--- src/include/acq_result_a_consts.vh ---
/*
  Constants for the acquisition diagnostic control block: diagnostic select
  codes, switch diagnostic mode codes, forced configuration values, expected
  self-test readings and the sense-wire settling time.
  Assumes a 20 MHz system clock and 16-bit converter words.
*/
`ifndef ACQ_RESULT_A_CONSTS_VH
`define ACQ_RESULT_A_CONSTS_VH

////////////////////////////////////////////////////////////////////////////////
`define DSEL_OFF 3'h0
`define DSEL_ALTERNATE_REFERENCE 3'h1
`define DSEL_SUPPLY 3'h2
`define DSEL_OFFSET 3'h3
`define DSEL_ZERO 3'h4
`define DSEL_FULL 3'h5

`define SWD_OFF 3'h0
`define SWD_SHORT 3'h1
`define SWD_OPEN 3'h2
`define SWD_ODD 3'h5
`define SWD_EVEN 3'h6

////////////////////////////////////////////////////////////////////////////////
`define MEAS_AUX_LSB 12
`define RESULT_LSB 2
`define MEAS_AUX_OFF 3'h0
`define SWITCHES_OFF 12'h000
`define ODD_SWITCHES 12'h555
`define EVEN_SWITCHES 12'hAAA
`define LAST_CELL 4'hB
`define LAST_CHANNEL 4'hE
`define RESULT_A_CHANNEL 4'hF

`define ALTERNATE_REFERENCE_MIN 16'h3EF8
`define ALTERNATE_REFERENCE_MAX 16'h4034
`define ZERO_SCALE 16'h0000
`define FULL_SCALE 16'hFFF0
`define SHORT_MARGIN_MV 100

////////////////////////////////////////////////////////////////////////////////
`define CLK_MHZ 20
`define SETTLE_US 100
`define SETTLE_CYCLES (`SETTLE_US * `CLK_MHZ)

`endif

--- src/rtl/acq_result_a_control.v ---
/*
  Acquisition sequencer with diagnostic slot and balancing-switch diagnostic
  modes: overrides the host configuration, runs the scan, compares results
  and keeps sticky alert flags.
  Assumes the converter sits on clk_sys, takes a one-cycle conv_start and
  answers with a one-cycle conv_done carrying conv_data.
*/
`timescale 1ns/1ps
`include "acq_result_a_consts.vh"

module acq_result_a_control #(
  parameter W = 16
) (
  input wire clk_sys,
  input wire rst,
  input wire acq_start,
  input wire [2:0] result_a_select,
  input wire [2:0] switch_result_a_mode,
  input wire [14:0] measure_enable_cfg,
  input wire [11:0] balance_switch_enable_cfg,
  input wire alt_path_select_cfg,
  input wire polarity_cfg,
  input wire chop_cfg,
  input wire [W-1:0] short_threshold,
  input wire [W-1:0] low_threshold,
  input wire [W-1:0] high_threshold,
  input wire [W-1:0] ov_threshold,
  input wire [W-1:0] uv_threshold,
  input wire [W-1:0] mismatch_threshold,
  input wire [11:0] switch_alert_clear,
  input wire [11:0] ov_clear,
  input wire [11:0] uv_clear,
  input wire mismatch_clear,
  input wire conv_done,
  input wire [W-1:0] conv_data,
  output reg [14:0] measure_enable_q,
  output reg [11:0] balance_switch_enable_q,
  output reg alt_path_select_q,
  output reg polarity_bipolar_q,
  output reg chop_enable_q,
  output reg thermistor_bias_ref_q,
  output reg [2:0] result_a_source_q,
  output reg conv_start_q,
  output reg [3:0] conv_channel_q,
  output reg [W-1:0] result_a_q,
  output reg [11:0] switch_result_a_alert_flags_q,
  output reg [11:0] overvoltage_alert_q,
  output reg [11:0] undervoltage_alert_q,
  output reg mismatch_alert_q,
  output reg acq_busy_q,
  output reg acq_done_q,
  output reg settle_done_q
);

  localparam [2:0] S_IDLE = 3'h0;
  localparam [2:0] S_SCAN = 3'h1;
  localparam [2:0] S_WAIT = 3'h2;
  localparam [2:0] S_RESULT_A_SETUP = 3'h3;
  localparam [2:0] S_RESULT_A_REQ = 3'h4;
  localparam [2:0] S_RESULT_A_WAIT = 3'h5;
  localparam [2:0] S_FINISH = 3'h6;
  localparam [31:0] SETTLE_FULL = `SETTLE_CYCLES;
  localparam [11:0] SETTLE_CYC = SETTLE_FULL[11:0];

  ////////////////////////////////////////////////////////////////////////////
  function mode_active;
    input [2:0] m;
    begin
      mode_active = (m == `SWD_SHORT) || (m == `SWD_OPEN) ||
        (m == `SWD_ODD) || (m == `SWD_EVEN);
    end
  endfunction

  function sense_mode;
    input [2:0] m;
    begin
      sense_mode = (m == `SWD_ODD) || (m == `SWD_EVEN);
    end
  endfunction

  function result_a_valid;
    input [2:0] s;
    begin
      result_a_valid = (s >= `DSEL_ALTERNATE_REFERENCE) && (s <= `DSEL_FULL);
    end
  endfunction

  function [11:0] cell_bit;
    input [3:0] idx;
    begin
      cell_bit = 12'h001 << idx;
    end
  endfunction

  ////////////////////////////////////////////////////////////////////////////
  reg [2:0] state_q;
  reg [3:0] ch_q;
  reg result_a_bipolar_q;
  reg result_a_nochop_q;
  reg result_a_thrm_q;
  reg [W-1:0] max_q;
  reg [W-1:0] min_q;
  reg seen_q;
  reg mismatch_set_q;
  reg [2:0] mode_prev_q;
  reg [11:0] settle_cnt_q;

  reg [14:0] meas_d;
  reg [11:0] bal_d;
  reg alt_d;
  reg pol_d;

  wire suppress;
  wire switch_fault;
  wire ov_hit;
  wire uv_hit;
  wire cell_take;
  wire [11:0] hit_bit;
  wire [11:0] sw_set;
  wire [11:0] ov_set;
  wire [11:0] uv_set;

  assign suppress = mode_active(switch_result_a_mode);
  assign cell_take = (state_q == S_WAIT) && conv_done && (ch_q <= `LAST_CELL);
  assign hit_bit = cell_take ? cell_bit(ch_q) : 12'h000;
  assign sw_set = switch_fault ? hit_bit : 12'h000;
  assign ov_set = ov_hit ? hit_bit : 12'h000;
  assign uv_set = uv_hit ? hit_bit : 12'h000;

  cell_compare #(
    .W(W)
  ) u_compare (
    .mode(switch_result_a_mode),
    .suppress(suppress),
    .cell_en(|(balance_switch_enable_cfg & cell_bit(ch_q))),
    .data(conv_data),
    .short_threshold(short_threshold),
    .low_threshold(low_threshold),
    .high_threshold(high_threshold),
    .ov_threshold(ov_threshold),
    .uv_threshold(uv_threshold),
    .switch_fault(switch_fault),
    .ov_hit(ov_hit),
    .uv_hit(uv_hit)
  );

  ////////////////////////////////////////////////////////////////////////////
  // overrides are a mux over the host copy, so leaving a mode restores it
  always @* begin
    meas_d = measure_enable_cfg;
    bal_d = balance_switch_enable_cfg;
    alt_d = alt_path_select_cfg;
    pol_d = polarity_cfg;
    case (switch_result_a_mode)
      `SWD_SHORT: begin
        meas_d[14:12] = `MEAS_AUX_OFF;
        bal_d = `SWITCHES_OFF;
        alt_d = 1'b1;
      end
      `SWD_OPEN: begin
        meas_d = {`MEAS_AUX_OFF, balance_switch_enable_cfg};
        alt_d = 1'b1;
        pol_d = 1'b1;
      end
      `SWD_ODD: begin
        bal_d = `ODD_SWITCHES;
        alt_d = 1'b1;
      end
      `SWD_EVEN: begin
        bal_d = `EVEN_SWITCHES;
        alt_d = 1'b1;
      end
      default: begin
        meas_d = measure_enable_cfg;
      end
    endcase
  end

  always @(posedge clk_sys) begin
    if (rst) begin
      measure_enable_q <= 15'h0000;
      balance_switch_enable_q <= 12'h000;
      alt_path_select_q <= 1'b0;
      polarity_bipolar_q <= 1'b0;
      chop_enable_q <= 1'b0;
      thermistor_bias_ref_q <= 1'b0;
    end else begin
      measure_enable_q <= meas_d;
      balance_switch_enable_q <= bal_d;
      alt_path_select_q <= alt_d;
      polarity_bipolar_q <= pol_d | result_a_bipolar_q;
      chop_enable_q <= chop_cfg & ~result_a_nochop_q;
      thermistor_bias_ref_q <= result_a_thrm_q;
    end
  end

  ////////////////////////////////////////////////////////////////////////////
  // sequencer: cells and aux channels in order, then the diagnostic slot
  always @(posedge clk_sys) begin
    if (rst) begin
      state_q <= S_IDLE;
      ch_q <= 4'h0;
      conv_start_q <= 1'b0;
      conv_channel_q <= 4'h0;
      result_a_source_q <= `DSEL_OFF;
      result_a_bipolar_q <= 1'b0;
      result_a_nochop_q <= 1'b0;
      result_a_thrm_q <= 1'b0;
      result_a_q <= 16'h0000;
      acq_busy_q <= 1'b0;
      acq_done_q <= 1'b0;
      max_q <= 16'h0000;
      min_q <= 16'hFFFF;
      seen_q <= 1'b0;
      mismatch_set_q <= 1'b0;
    end else begin
      conv_start_q <= 1'b0;
      acq_done_q <= 1'b0;
      mismatch_set_q <= 1'b0;
      case (state_q)
        S_IDLE: begin
          // a start while busy is dropped, host must wait for acq_done
          if (acq_start) begin
            ch_q <= 4'h0;
            acq_busy_q <= 1'b1;
            max_q <= 16'h0000;
            min_q <= 16'hFFFF;
            seen_q <= 1'b0;
            state_q <= S_SCAN;
          end
        end
        S_SCAN: begin
          if (ch_q > `LAST_CHANNEL) begin
            state_q <= result_a_valid(result_a_select) ? S_RESULT_A_SETUP : S_FINISH;
          end else if (measure_enable_q[ch_q]) begin
            conv_start_q <= 1'b1;
            conv_channel_q <= ch_q;
            state_q <= S_WAIT;
          end else begin
            ch_q <= ch_q + 4'h1;
          end
        end
        S_WAIT: begin
          if (conv_done) begin
            if (ch_q <= `LAST_CELL && !suppress) begin
              seen_q <= 1'b1;
              if (conv_data > max_q) begin
                max_q <= conv_data;
              end
              if (conv_data < min_q) begin
                min_q <= conv_data;
              end
            end
            ch_q <= ch_q + 4'h1;
            state_q <= S_SCAN;
          end
        end
        S_RESULT_A_SETUP: begin
          result_a_source_q <= result_a_select;
          result_a_bipolar_q <= (result_a_select == `DSEL_OFFSET) ||
            (result_a_select == `DSEL_ZERO) || (result_a_select == `DSEL_FULL);
          result_a_nochop_q <= result_a_select == `DSEL_OFFSET;
          result_a_thrm_q <= result_a_select == `DSEL_SUPPLY;
          state_q <= S_RESULT_A_REQ;
        end
        S_RESULT_A_REQ: begin
          conv_start_q <= 1'b1;
          conv_channel_q <= `RESULT_A_CHANNEL;
          state_q <= S_RESULT_A_WAIT;
        end
        S_RESULT_A_WAIT: begin
          if (conv_done) begin
            // low bits dropped so a 14-bit code lands in 15:2
            result_a_q <= {conv_data[W-1:`RESULT_LSB], 2'b00};
            state_q <= S_FINISH;
          end
        end
        S_FINISH: begin
          result_a_source_q <= `DSEL_OFF;
          result_a_bipolar_q <= 1'b0;
          result_a_nochop_q <= 1'b0;
          result_a_thrm_q <= 1'b0;
          mismatch_set_q <= seen_q && !suppress &&
            ((max_q - min_q) > mismatch_threshold);
          acq_busy_q <= 1'b0;
          acq_done_q <= 1'b1;
          state_q <= S_IDLE;
        end
        default: begin
          state_q <= S_IDLE;
        end
      endcase
    end
  end

  ////////////////////////////////////////////////////////////////////////////
  // sticky flags; a set in the clear cycle survives
  always @(posedge clk_sys) begin
    if (rst) begin
      switch_result_a_alert_flags_q <= 12'h000;
      overvoltage_alert_q <= 12'h000;
      undervoltage_alert_q <= 12'h000;
      mismatch_alert_q <= 1'b0;
    end else begin
      switch_result_a_alert_flags_q <= (switch_result_a_alert_flags_q & ~switch_alert_clear) |
        sw_set;
      overvoltage_alert_q <= (overvoltage_alert_q & ~ov_clear) | ov_set;
      undervoltage_alert_q <= (undervoltage_alert_q & ~uv_clear) | uv_set;
      mismatch_alert_q <= (mismatch_alert_q & ~mismatch_clear) | mismatch_set_q;
    end
  end

  ////////////////////////////////////////////////////////////////////////////
  // settle timer only informs the host; starting early is not blocked
  always @(posedge clk_sys) begin
    if (rst) begin
      mode_prev_q <= `SWD_OFF;
      settle_cnt_q <= 12'h000;
      settle_done_q <= 1'b0;
    end else begin
      mode_prev_q <= switch_result_a_mode;
      if (!sense_mode(switch_result_a_mode) || switch_result_a_mode != mode_prev_q) begin
        settle_cnt_q <= 12'h000;
        settle_done_q <= 1'b0;
      end else if (settle_cnt_q == SETTLE_CYC) begin
        settle_done_q <= 1'b1;
      end else begin
        settle_cnt_q <= settle_cnt_q + 12'h001;
      end
    end
  end

endmodule // acq_result_a_control

--- src/rtl/cell_compare.v ---
/*
  Threshold comparison of one converted cell or switch reading for the
  active switch diagnostic mode, plus the normal over/undervoltage tests.
  Assumes unsigned 16-bit readings and thresholds on the same scale.
*/
`timescale 1ns/1ps
`include "acq_result_a_consts.vh"

module cell_compare #(
  parameter W = 16
) (
  input wire [2:0] mode,
  input wire suppress,
  input wire cell_en,
  input wire [W-1:0] data,
  input wire [W-1:0] short_threshold,
  input wire [W-1:0] low_threshold,
  input wire [W-1:0] high_threshold,
  input wire [W-1:0] ov_threshold,
  input wire [W-1:0] uv_threshold,
  output reg switch_fault,
  output reg ov_hit,
  output reg uv_hit
);

  wire outside;

  assign outside = (data > high_threshold) || (data < low_threshold);

  always @* begin
    switch_fault = 1'b0;
    case (mode)
      `SWD_SHORT: switch_fault = data < short_threshold;
      `SWD_OPEN: switch_fault = cell_en && outside;
      `SWD_ODD: switch_fault = outside;
      `SWD_EVEN: switch_fault = outside;
      default: switch_fault = 1'b0;
    endcase
    ov_hit = !suppress && (data > ov_threshold);
    uv_hit = !suppress && (data < uv_threshold);
  end

endmodule // cell_compare

--- config.mk ---
export PLATFORM = sky130hd
export DESIGN_NAME = acq_result_a_control
export DESIGN_NICKNAME = d
export VERILOG_FILES = /design/src/rtl/acq_result_a_control.v /design/src/rtl/cell_compare.v
export VERILOG_INCLUDE_DIRS = /design/src /design/src/include
export SDC_FILE = /design/constraint.sdc
export NUM_CORES = 1
export LEC_CHECK = 0
export ABC_CLOCK_PERIOD_IN_PS = 3400
export BUFFER_PORTS_ARGS = -buffer_cell sky130_fd_sc_hd__buf_2
export CAP_MARGIN = 40
export CORE_MARGIN = 2
export CORE_UTILIZATION = 53
export CTS_CLUSTER_DIAMETER = 80
export DETAILED_ROUTE_END_ITERATION = 8
export PLACE_DENSITY = 0.85
export SETUP_SLACK_MARGIN = 0.15
export SLEW_MARGIN = 20
export SYNTH_ARGS = -nofsm -noshare
export SYNTH_HDL_FRONTEND = slang
export SYNTH_SLANG_ARGS = --single-unit
--- constraint.sdc ---
create_clock -name clk_sys -period 3.4 [get_ports clk_sys]
set_clock_uncertainty 0.1 [all_clocks]
set_input_delay 0.51 -clock clk_sys [delete_from_list [all_inputs] [get_ports clk_sys]]
set_output_delay 0.51 -clock clk_sys [all_outputs]
set_load 0.01 [all_outputs]
==> results by group <==
Timing
  – Final Critical Period: ~3100 ps
  – Worst setup margin: between 200 and 300 ps
  – F_max: 318 MHz
  – RSZ-0062 raised after global routing: false
  – Relative slew margins: just over 40%
  – Worst Tran Pin Value: 889 ps
  – Fin. max-slew vios: 0
  – Setup Viol. Count Final: 0
  – Final worst path period share: slightly above 90%
  – Total negative slack: 0 ps
  – Final hold vios: 0

Cells and area
  – Area grow syn2layout: 23.4%
  – Nets@finish: roughly 1,800
  – Most frequent cells in the layout: 280 x buf_2, 154 x inv_1, 150 x dfxtp_1
  – Share of layout cells above drive strength 1: about a quarter
  – Fillers: approximately 1,500
  – Commonest non-fill, non-tap cell in the layout: buf_2

Yosys
  – Post-synthesis sequential area ratio: between 30% and 40%
  – Synth Cell Area: roughly 10,000 µm²
  – Synth Instances: around 1,200
  – Number of synthesized flops with an enable pin: 0
  – Average cell area after synthesis: between 8 and 9 µm²
  – Synth warnings: 0
  – Yosys cell types: 76
  – Asr flop ratio synth: 0%
  – Primary FF master, synth: dfxtp_1
  – Seq cells post-synth: 152

Place
  – Routability cong.: between 0.9 and 1
  – Setup WS pre-CTS: approximately 170 ps
  – Detail Placement HPWL: between 20,000 and 25,000 µm
  – IO buf count: around 280

Pwr
  – Pwr Density: ~410 nW/µm²
  – Peak VDD IR: ~0.35 mV
  – Leakage power: approximately 6.5 nW

Critical path
  – Critical path's slowest cell: o31a_1
  – Crit. End Element: flop
  – Worst setup SP type: flop
  – Crit path kind: reg -> reg
  – WP data required: 3610 ps
  – Crit Path Max Fanout: 4
  – Reg2reg setup slack: roughly 250 ps
  – Arrival time worst endpoint: between 3000 and 4000 ps
  – Delay of the slowest critical-path stage: roughly 370 ps
  – Cells along the critical path: inv_1 -> ha_2 -> fa_2 -> nor2b_1 -> o31a_1 -> o41ai_4 -> a21oi_2 -> a21o_1 -> a21oi_2 -> xnor2_1 -> ha_1 -> a21o_1 -> a211oi_2 -> a21oi_1

Drt
  – Drt pass-1 iters: 5
  – Final wirelength: 29,800 µm
  – Via-to-Cell Ratio: ~5.7
  – Routed WL per cell: between 15 and 20 µm
  – DRT antenna net count: 0
  – DR DRC count: 0
  – DRT iter0 DRCs: roughly 570
  – Via count: 9,866

Floorplanning
  – Total die area: 20,000 µm²
  – Io pins: around 280
  – Initial Utilization: a little over half
  – Die Y: roughly 140 µm
  – Die width: between 100 and 150 µm
  – Core area: ~19,000 µm²
  – Row count: 50

Global route
  – Gr busiest metal: met2
  – M2 GR Usage: 49.2%
  – Vias in the first global route: between 9,000 and 10,000
  – Largest net degree at the start of global routing: 83
  – Remaining Overflow, GRT: 0
  – First-pass GRT wire length: ~47,000 µm
  – Gr usage total: just under 30%
  – M1 GR Usage: between 30% and 40%
  – GR Util met3: ~6.5%
  – Antenna violations before repair: 3

Run
  – MaxCap Viol Count: 0

CTS
  – CTS tree: done
  – CTS Sinks: 152
  – Clock Path Buffers: 2
  – Worst skew pair latency: around 430 ps
  – Worst-path clk slew: roughly 70 ps
  – Root buffer cell: clkbuf_16
  – H-Tree Depth: 4
  – Num CTS Buffers: 17

Worst hold path
  – Hold crit path type: in -> reg

Run status
  – Outcome: completed
==> cells by family after synthesis <==
group	count (synthesis)	share of synthesized area [%]
buffers and inverters	204	7.94
DFF	152	30.4
AOI/OAI and AO/OA	309	20.8
other	1	0.0375
adders and majority gates	150	18.8
xor gates and xnor gates	26	2.28
and+or+nand+nor	363	17.7
muxes	14	2.01
==> Yosys cell counts (10+ instances only) <==
cell type	instances	area [µm²]
a211oi_1	12	90.1
a21o_1	33	248
a21oi_1	93	465
a22o_1	20	175
a32oi_1	10	87.6
and3b_1	16	140
clkbuf_1	33	124
dfxtp_1	152	3040
ha_1	149	1860
inv_1	154	578
nand2_1	118	443
nand2b_1	15	93.8
nand3_1	15	75.1
nand4_1	21	131
nor2_1	111	417
nor2b_1	15	93.8
o21ai_0	46	230
o21bai_1	18	135
o41ai_1	13	114
xnor2_1	15	131
xor2_1	11	96.3
==> area by class of cell <==
class                           instances  area, µm²  area share, %
Antenna cell                            3       7.51         0.0608
Clock buffer                           18        439           3.56
Clock inverter                         14        178           1.44
Multi-Input combinational cell        864       6260           50.7
Tap cell                              234        293           2.37
Timing Repair Buffer                  299       1540           12.5
Inverter                              154        578           4.68
Sequential cell                       152       3050           24.7
==> metal layers <==
metal	routed length, µm	share of wire (%)
met5	13	0.044
met1	12400	42
met4	802	2.7
met2	14300	48
met3	2250	7.6
==> state kept, by name, indices dropped and copies added (netlist names), 3 cells and up <==
register and count:
state_q 3, result_a_q 14, overvoltage_alert_q 12, settle_cnt_q 12
balance_switch_enable_q 12, ch_q 4, min_q 16, result_a_source_q 3
undervoltage_alert_q 12, switch_result_a_alert_flags_q 12, conv_channel_q 4, mode_prev_q 3
measure_enable_q 15, max_q 16
==> power by group <==
part | internal (mW) | leakage (nW) | switching, mW | total [mW]
clock network | 1.13 | 0.297 | 0.837 | 1.97
logic | 0.472 | 4.94 | 0.642 | 1.11
registers | 1.85 | 1.24 | 0.0932 | 1.94
total | 3.45 | 6.47 | 1.57 | 5.02
==> worst max-delay path: cells and delay by family (launching register included) <==
family / cells / cell delay [ps]
xor+xnor: 1 / 90
simple gates: 1 / 60
fa+ha+maj: 3 / 740
compound gates: 8 / 1650
buf+inv: 1 / 60
flops: 1 / 330
==> per-stage QoR <==
step	cells	instance area, µm²	hold slack [ps]	power (mW)	utilization, %
2_1_floorplan	1220	10000	298	2.66	-
3_3_place_gp	1698	11600	314	3.02	62.2
3_5_place_dp	1699	11600	336	3.06	62.2
4_1_cts	1731	12200	158	5.02	65.5
5_1_grt	1736	12300	165	5.24	66.2
6_report	1738	12300	169	5.02	66.2
==> worst paths after layout <==
| check | start | to | depth (start not counted) |
|---|---|---|---|
| hold reg to reg | result_a_nochop_q$_SDFFE_PP0P_ | chop_enable_q$_SDFF_PP0_ | 1 |
| setup / recovery | max_q[0]$_SDFFE_PP0P_ | mismatch_set_q$_SDFF_PP0_ | 14 |
| hold / removal | uv_clear[11] | undervoltage_alert_q[11]$_SDFF_PP0_ | 2 |
| setup reg to reg | max_q[0]$_SDFFE_PP0P_ | mismatch_set_q$_SDFF_PP0_ | 14 |
==> timing repair <==
item | in CTS | in global routing
setup buffers | 0 | 4
endpoints found under the setup margin | 0 | 1
gates resized for setup | 0 | 21
hold buffers | 0 | 0
Power figures use the tool's default switching activity.
